File: src/phy_mgmt_defs.vh
// Purpose: constants for the management pin logic
// Assumes: 200 MHz core clock
// Notes: definitions only
`ifndef PHY_MGMT_DEFS_VH
`define PHY_MGMT_DEFS_VH
`define CLK_PERIOD_PS 5000
`define MDC_MIN_PERIOD_PS 80000
`define MDC_MIN_HALF_CYC ((`MDC_MIN_PERIOD_PS / 2) / `CLK_PERIOD_PS)
`define PREAMBLE_BITS 6'd32
`define OP_WRITE 2'b01
`define OP_READ 2'b10
`define NUM_PORTS 4
`define NUM_REGS 32
`define REG_CTRL 5'h00
`define REG_STATUS 5'h01
`define REG_IRQ_MASK 5'h19
`define REG_IRQ_STAT 5'h1A
`define CTRL_RESET_VAL 16'h1140
`define STATUS_RESET_VAL 16'h7949
`define IRQ_MASK_RESET_VAL 16'h0000
`define STICKY_MASK 16'hFFFF
`define STRAP_SETTLE 2'd2
`endif

File: src/phy_mgmt_pin_logic_end.v
`timescale 1ns/1ps

File: src/phy_mgmt_sync.v
// Purpose: two-flop synchroniser for a pin input
// Assumes: input is asynchronous to i_clock
// Notes: first stage feeds only the second
`timescale 1ns/1ps
`default_nettype none
module phy_mgmt_sync #(
  parameter W = 1,
  parameter [W-1:0] INIT = {W{1'b1}}
) (
  // clock and reset
  input wire i_clock,
  input wire i_srst,
  // data
  input wire [W-1:0] i_async,
  output reg [W-1:0] o_sync
);
  reg [W-1:0] meta;
  always @(posedge i_clock) begin
    if (i_srst) begin
      meta <= INIT;
      o_sync <= INIT;
    end else begin
      meta <= i_async;
      o_sync <= meta;
    end
  end
endmodule // phy_mgmt_sync
`default_nettype wire

File: src/phy_mgmt_pin_logic.v
// Purpose: management serial port, interrupt pins and resets of a
//   four-port PHY
// Assumes: station manager drives the management clock, at most 12.5 MHz
// Notes: small per-port register file stands in for the register map
//
// Summary of operation
// - the management clock may run at any rate from stopped to 12.5 MHz.
// - every data bit moves on the rising edge of the management clock.
// - the data line is only ever pulled low or released, never driven high.
// - each interrupt pin's polarity is taken from its strap at reset.
// - an idle interrupt pin is released so pins can be wired-OR.
// - hard reset powers down and clears every register bit to default.
// - soft reset powers down but keeps all sticky register bits.
`timescale 1ns/1ps
`default_nettype none
`include "phy_mgmt_defs.vh"
module phy_mgmt_pin_logic (
  // clock and reset
  input wire i_clock,
  input wire i_srst,
  // reset pins
  input wire i_hard_reset_n,
  input wire i_soft_reset_n,
  // management serial port
  input wire i_mdc,
  input wire i_mdio,
  output reg o_mdio,
  output reg o_mdio_oe_n,
  // port interrupt events and strap pins
  input wire [3:0] i_port_event,
  input wire [3:0] i_irq_strap,
  output reg [3:0] o_mgmt_interrupt_out,
  output reg [3:0] o_mgmt_interrupt_out_oe_n,
  // power state
  output reg o_power_down
);
  // ----------------------------------------------------------------
  // pin synchronisers
  // ----------------------------------------------------------------
  wire [3:0] pins_s;
  wire [3:0] strap_s;
  phy_mgmt_sync #(.W(4), .INIT(4'hF)) u_sync_pins (
    .i_clock(i_clock),
    .i_srst(i_srst),
    .i_async({i_mdc, i_mdio, i_hard_reset_n, i_soft_reset_n}),
    .o_sync(pins_s)
  );
  phy_mgmt_sync #(.W(4), .INIT(4'hF)) u_sync_strap (
    .i_clock(i_clock),
    .i_srst(i_srst),
    .i_async(i_irq_strap),
    .o_sync(strap_s)
  );
  wire mdc_s = pins_s[3];
  wire mdio_s = pins_s[2];
  wire hard_n = pins_s[1];
  wire soft_n = pins_s[0];
  reg mdc_d;
  // edge detection only; no clock rate is assumed, so a stopped clock
  // simply holds the frame where it is
  wire mdc_rise = mdc_s & ~mdc_d;
  wire hard_rst = i_srst | ~hard_n;
  // ----------------------------------------------------------------
  // frame state machine
  // ----------------------------------------------------------------
  localparam ST_PRE = 3'd0;
  localparam ST_ST = 3'd1;
  localparam ST_HDR = 3'd2;
  localparam ST_TA = 3'd3;
  localparam ST_DATA = 3'd4;
  reg [2:0] state;
  reg [5:0] cnt;
  reg [13:0] hdr;
  reg [15:0] shreg;
  reg rd_op;
  reg [1:0] port_sel;
  reg [4:0] reg_sel;
  reg [15:0] regs [0:`NUM_PORTS*`NUM_REGS-1];
  reg wr_pulse;
  reg [15:0] wr_data;
  reg [3:0] irq_pol;
  reg strap_taken;
  reg [1:0] strap_wait;
  integer k;
  function [6:0] reg_index;
    input [1:0] p;
    input [4:0] r;
    reg_index = {p, r};
  endfunction
  function [15:0] reset_value;
    input [4:0] r;
    case (r)
      `REG_CTRL: reset_value = `CTRL_RESET_VAL;
      `REG_STATUS: reset_value = `STATUS_RESET_VAL;
      `REG_IRQ_MASK: reset_value = `IRQ_MASK_RESET_VAL;
      default: reset_value = 16'h0000;
    endcase
  endfunction
  wire [13:0] next_hdr = {hdr[12:0], mdio_s};
  always @(posedge i_clock) begin
    mdc_d <= mdc_s;
    wr_pulse <= 1'b0;
    if (hard_rst | ~soft_n) begin
      state <= ST_PRE;
      cnt <= 6'd0;
      o_mdio <= 1'b0;
      o_mdio_oe_n <= 1'b1;
    end else if (mdc_rise) begin
      case (state)
        ST_PRE: begin
          if (mdio_s) begin
            if (cnt != `PREAMBLE_BITS) cnt <= cnt + 6'd1;
          end else if (cnt == `PREAMBLE_BITS) begin
            state <= ST_ST;
          end else begin
            cnt <= 6'd0;
          end
        end
        ST_ST: begin
          if (mdio_s) begin
            state <= ST_HDR;
            cnt <= 6'd0;
          end else begin
            state <= ST_PRE;
            cnt <= 6'd0;
          end
        end
        ST_HDR: begin
          hdr <= next_hdr;
          if (cnt == 6'd11) begin
            rd_op <= (next_hdr[11:10] == `OP_READ);
            port_sel <= next_hdr[6:5];
            reg_sel <= next_hdr[4:0];
            state <= (next_hdr[11:10] == `OP_READ ||
                      next_hdr[11:10] == `OP_WRITE) &&
                     next_hdr[9:7] == 3'd0 ? ST_TA : ST_PRE;
            cnt <= 6'd0;
          end else begin
            cnt <= cnt + 6'd1;
          end
        end
        ST_TA: begin
          if (cnt == 6'd0 && rd_op) begin
            shreg <= regs[reg_index(port_sel, reg_sel)];
            // second turnaround bit: pull low
            o_mdio <= 1'b0;
            o_mdio_oe_n <= 1'b0;
          end
          if (cnt == 6'd1) begin
            state <= ST_DATA;
            cnt <= 6'd0;
            if (rd_op) begin
              o_mdio_oe_n <= ~shreg[15] ? 1'b0 : 1'b1;
              shreg <= {shreg[14:0], 1'b0};
            end
          end else begin
            cnt <= cnt + 6'd1;
          end
        end
        ST_DATA: begin
          if (rd_op) begin
            // a one is a released line, never a driven high
            o_mdio_oe_n <= (cnt == 6'd15) ? 1'b1 : shreg[15];
            shreg <= {shreg[14:0], 1'b0};
          end else begin
            shreg <= {shreg[14:0], mdio_s};
          end
          if (cnt == 6'd15) begin
            state <= ST_PRE;
            cnt <= 6'd0;
            if (!rd_op) begin
              wr_pulse <= 1'b1;
              wr_data <= {shreg[14:0], mdio_s};
            end
          end else begin
            cnt <= cnt + 6'd1;
          end
        end
        default: begin
          state <= ST_PRE;
          cnt <= 6'd0;
        end
      endcase
    end
  end
  // ----------------------------------------------------------------
  // register file and resets
  // ----------------------------------------------------------------
  // the sticky set is a single mask: soft reset leaves masked bits alone
  always @(posedge i_clock) begin
    if (hard_rst) begin
      for (k = 0; k < `NUM_PORTS*`NUM_REGS; k = k + 1) begin
        regs[k] <= reset_value(k[4:0]);
      end
    end else if (~soft_n) begin
      for (k = 0; k < `NUM_PORTS*`NUM_REGS; k = k + 1) begin
        regs[k] <= (regs[k] & `STICKY_MASK) |
                   (reset_value(k[4:0]) & ~`STICKY_MASK);
      end
    end else begin
      if (wr_pulse && reg_sel != `REG_IRQ_STAT)
        regs[reg_index(port_sel, reg_sel)] <= wr_data;
      for (k = 0; k < `NUM_PORTS; k = k + 1) begin
        // event set wins over a clear-by-read in the same cycle
        if (i_port_event[k])
          regs[reg_index(k[1:0], `REG_IRQ_STAT)] <= 16'h0001;
        else if (mdc_rise && state == ST_TA && cnt == 6'd0 && rd_op &&
                 reg_sel == `REG_IRQ_STAT && port_sel == k[1:0])
          regs[reg_index(k[1:0], `REG_IRQ_STAT)] <= 16'h0000;
      end
    end
  end
  always @(posedge i_clock) begin
    if (hard_rst) begin
      o_power_down <= 1'b1;
    end else begin
      o_power_down <= ~soft_n;
    end
  end
  // ----------------------------------------------------------------
  // interrupt pins
  // ----------------------------------------------------------------
  // strap is caught once its synchroniser has refilled after reset; that
  // synchroniser is cleared by i_srst, so an early catch reads its init value
  always @(posedge i_clock) begin
    if (hard_rst) begin
      strap_taken <= 1'b0;
      strap_wait <= 2'd0;
      irq_pol <= 4'h0;
    end else if (!strap_taken) begin
      if (strap_wait == `STRAP_SETTLE) begin
        strap_taken <= 1'b1;
        irq_pol <= ~strap_s;
      end else begin
        strap_wait <= strap_wait + 2'd1;
      end
    end
  end
  genvar g;
  generate
    for (g = 0; g < `NUM_PORTS; g = g + 1) begin : g_irq
      wire active = |(regs[g*`NUM_REGS + `REG_IRQ_STAT] &
                      regs[g*`NUM_REGS + `REG_IRQ_MASK]);
      always @(posedge i_clock) begin
        if (hard_rst) begin
          o_mgmt_interrupt_out[g] <= 1'b0;
          o_mgmt_interrupt_out_oe_n[g] <= 1'b1;
        end else begin
          // pulled-up strap: open drain, drive low; else drive high
          o_mgmt_interrupt_out[g] <= irq_pol[g];
          o_mgmt_interrupt_out_oe_n[g] <= ~(active & strap_taken);
        end
      end
    end
  endgenerate
endmodule // phy_mgmt_pin_logic
`default_nettype wire

File: config.mk
export PLATFORM = sky130hd
export DESIGN_NAME = phy_mgmt_pin_logic
export DESIGN_NICKNAME = d
export VERILOG_FILES = /design/src/phy_mgmt_pin_logic_end.v /design/src/phy_mgmt_sync.v /design/src/phy_mgmt_pin_logic.v
export VERILOG_INCLUDE_DIRS = /design/src
export SDC_FILE = /design/constraint.sdc
export NUM_CORES = 2
export LEC_CHECK = 0
export BUFFER_PORTS_ARGS = -buffer_cell sky130_fd_sc_hd__buf_4
export CAP_MARGIN = 20
export CORE_MARGIN = 3
export CORE_UTILIZATION = 55
export CTS_CLUSTER_SIZE = 40
export DETAILED_ROUTE_END_ITERATION = 8
export HOLD_SLACK_MARGIN = 0.05
export MAX_ROUTING_LAYER = met4
export PLACE_DENSITY = 0.76
export SLEW_MARGIN = 30
export SYNTH_ARGS = -nofsm -noshare
export SYNTH_HDL_FRONTEND = slang
export SYNTH_HIERARCHICAL = 1
export SYNTH_SLANG_ARGS = --single-unit
export TNS_END_PERCENT = 20
File: constraint.sdc
create_clock -name i_clock -period 3.8 [get_ports i_clock]
set_input_delay 0.19 -clock i_clock [delete_from_list [all_inputs] [get_ports i_clock]]
set_output_delay 0.19 -clock i_clock [all_outputs]
set_load 0.01 [all_outputs]
==> reports/summary.txt <==
Clock buffer depth: 3
Die height: 427 um
GRT Util Overall: 30.5%
Fin crit period: 3610 ps
Worst-margin pin slew: 1100 ps
Seq cells post-synth: 2150
NumNets Final: 6638
Total CTS buffers: 210
Clock sink count: 2150
Initial antenna violation count: 18
Port Buffers: 23
Unrepaired setup endpoints after global routing: no
DRT iter0 DRCs: 8357
Post-DP HPWL: 169 mm
# Post-CTS Setup Buffers: 0
R2r setup slk: 190 ps
Pwr Total: 49.5 mW
Worst vdd ir: 481 uV
CTS HTree Levels: 4
Hold path start: i_srst
DR WL/cell: 29.4 um
Clk_lat worst skew: 880 ps
Hold Crit Depth: 3
Area Overhead vs Synth: 11.5%
EDFF count, synth: 2099
Reg2Reg Depth: 8
Post-synthesis cell type count: 65
Worst-path clk slew: 70 ps
# rows: 153
Register area: 64100 um^2
Die Footprint: 182000 um^2
Die X: 427 um
Asr flop ratio synth: 0%
PwrDens: 456 nW/um^2
Mapped Cells: 6490
Top-level I/O count: 25
Largest net degree at the start of global routing: 125
Initial DRT Pass Iterations: 6
Crit path arrival time: 4300 ps
Syn_area_per_cell: 15.0 um^2
Starting Density: 55.6%
Hold Crit Class: input pin to flop
Hold-fix buffers, CTS: 29
Clk root buf: clkbuf_16
Relative slew slack: 26.7%
CTS tree: yes
Synth top cells by count: 2099 x edfxtp_1, 1878 x and2_1, 440 x clkbuf_1
Dpl cells: 8702
DR vias/cell: 6.36
Vias post-DR: 58100
Setup WS pre-CTS: 296 ps
Vias in the first global route: 57700
Critical Path Sink Type: flop
Resized cells post-CTS: 0
GP Congestion: 0.974
Final antenna-violating net count: 0
Synthesized area: 97400 um^2
Type of the worst setup path: flop to flop
Post-route setup TNS: 0 ps
Most frequent cell after synthesis: edfxtp_1
Share of the synthesized area in the top cell type: 64.7%
Synth area leaders: edfxtp_1 65%, and2_1 12%, mux4_2 9.1%
Multi-input logic area: 30800 um^2
Status: finished clean
Worst r2r dst: shreg[4]$_DFFE_PP_
CP Max Fanout: 50
Synth Flop Type: edfxtp_1
Final Hold Fails: 0
Final std cells w/o fill: 9124
Yosys top cell by area: edfxtp_1
First-pass GRT wire length: 392 mm
Worst EP required: 4490 ps
Layout cells sized above 1: 17.7%
Max-Cap Viols: 0
LEAKAGE: 39.9 nW
Post-synthesis sequential area ratio: 65.8%
Final setup violation count: 0
FMAX: 277 MHz
Drt total wl: 268 mm
Max-slew violation count: 0
DRC viols: 0
Core Footprint: 175000 um^2
Type of origin of the critical path: flop
Setup ws final: 189 ps
Worst Skew: 58.0 ps
Fillers: 12500
Worst Hold End: u_sync_strap/o_sync[2]$_SDFF_PP1_
Yosys Warn Count: 6
Period Utilization, post-route: 95.0%
GR Overflow Total: 0
flip-flops by register name, indices dropped and copies added (netlist names), named ones only:
register and count:
u_sync_strap/o_sync 4, port_sel 2, o_mgmt_interrupt_out_oe_n 4, rd_op 1, wr_pulse 1, strap_taken 1, o_mgmt_interrupt_out 4, u_sync_pins/meta 4
irq_pol 4, regs 2048, reg_sel 5, shreg 16, u_sync_strap/meta 4, mdc_d 1, u_sync_pins/o_sync 4, strap_wait 2
o_power_down 1, wr_data 16, state 3, hdr 11, cnt 6
per-stage QoR:
stage / hold WS, ps / utilization, % / area (um^2)
after global placement: 369 / 58.0 / 101000
after global routing: 217 / 62.1 / 109000
after floorplan: 287 / - / 97600
after detailed placement: 371 / 58.0 / 102000
after CTS: 129 / 62.0 / 109000
final: 197 / 62.1 / 109000
worst max-delay path: stages (launching register included):
cell and delay (ps):
dfxtp_1 660, inv_1 190, nor2_4 470, buf_12 320, a22o_1 310, nor2_1 110
a21oi_1 810, nand4_1 200, a21oi_1 210
routing by layer:
metal,track usage (%),share of wire [%]
met5,-,0
met4,14.7,5.5
met3,7.63,12
met2,45.3,47
met1,39.5,36
final cells by class:
cell class / instances / area share, %
multi-input combinational: 3776 / 28.4
antenna: 14 / 0.0323
tap: 2325 / 2.68
clock inverter: 101 / 0.828
clock buffer: 277 / 5.30
timing repair buffer: 470 / 3.77
inverter: 11 / 0.0380
sequential: 2150 / 59.0
power breakdown:
group	switching (mW)	internal (mW)
logic	1.15	0.640
registers	0.353	27.1
clock network	9.05	11.2
total	10.6	38.9
worst max-delay path by stage:
| stage | from | endpoint | depth (start not counted) |
|---|---|---|---|
| after global placement | flop | shreg[8]$_DFFE_PP_ | 8 |
| after detailed placement | flop | shreg[8]$_DFFE_PP_ | 8 |
| after CTS | flop | shreg[8]$_DFFE_PP_ | 8 |
| after floorplan | reg_sel[0]$_DFFE_PP_ | regs[42][0]$_SDFFCE_PN0P_ | 6 |
| final | flop | shreg[4]$_DFFE_PP_ | 8 |
| after global routing | flop | shreg[8]$_DFFE_PP_ | 8 |
cell usage in the layout, fill, tap and decap left out, types with 10 or more instances in the layout:
| cell type | synthesis | routed |
|---|---|---|
| nor2_4 | 8 | 10 |
| buf_4 | 50 | 399 |
| o221ai_1 | 13 | 13 |
| nand3_1 | 19 | 19 |
| and2_1 | 1878 | 1877 |
| edfxtp_1 | 2099 | 2099 |
| buf_12 | 0 | 37 |
| or3_1 | 48 | 47 |
| a21oi_1 | 94 | 94 |
| nand4_1 | 29 | 29 |
| nand2_1 | 65 | 60 |
| o22ai_1 | 116 | 116 |
| a22oi_1 | 80 | 80 |
| nor2_2 | 24 | 35 |
| o21ai_1 | 2 | 126 |
| dfxtp_1 | 51 | 48 |
| clkbuf_1 | 440 | 51 |
| nor2_1 | 178 | 165 |
| or2_1 | 18 | 16 |
| mux2i_1 | 258 | 258 |
| nor2b_1 | 13 | 11 |
| clkbuf_16 | 0 | 218 |
| clkinv_2 | 0 | 32 |
| clkinv_1 | 0 | 43 |
| mux4_2 | 395 | 395 |
| and3_1 | 82 | 82 |
| a211o_1 | 52 | 52 |
| o21ai_0 | 142 | 14 |
| a211oi_1 | 63 | 63 |
| inv_1 | 11 | 11 |
| conb_1 | 1 | 61 |
| a22o_1 | 54 | 54 |
| dlygate4sd3_1 | 0 | 29 |
| diode_2 | 0 | 14 |
cells by family (layout without fill, tap and decap cells):
| group | count (synthesis) | count (layout) | synth area share (%) |
|---|---|---|---|
| AND/OR/NAND/NOR | 2397 | 2397 | 14.8 |
| AO/OA/AOI/OAI | 646 | 646 | 4.41 |
| other | 1 | 75 | 0.00385 |
| buffers and inverters | 624 | 859 | 2.94 |
| flip-flops | 2150 | 2150 | 65.8 |
| multiplexers | 663 | 663 | 11.9 |
| adder cells (fa/ha/maj) | 5 | 5 | 0.0643 |
| XOR/XNOR | 4 | 4 | 0.0360 |
No activity file was read; power rests on OpenSTA's default activity.
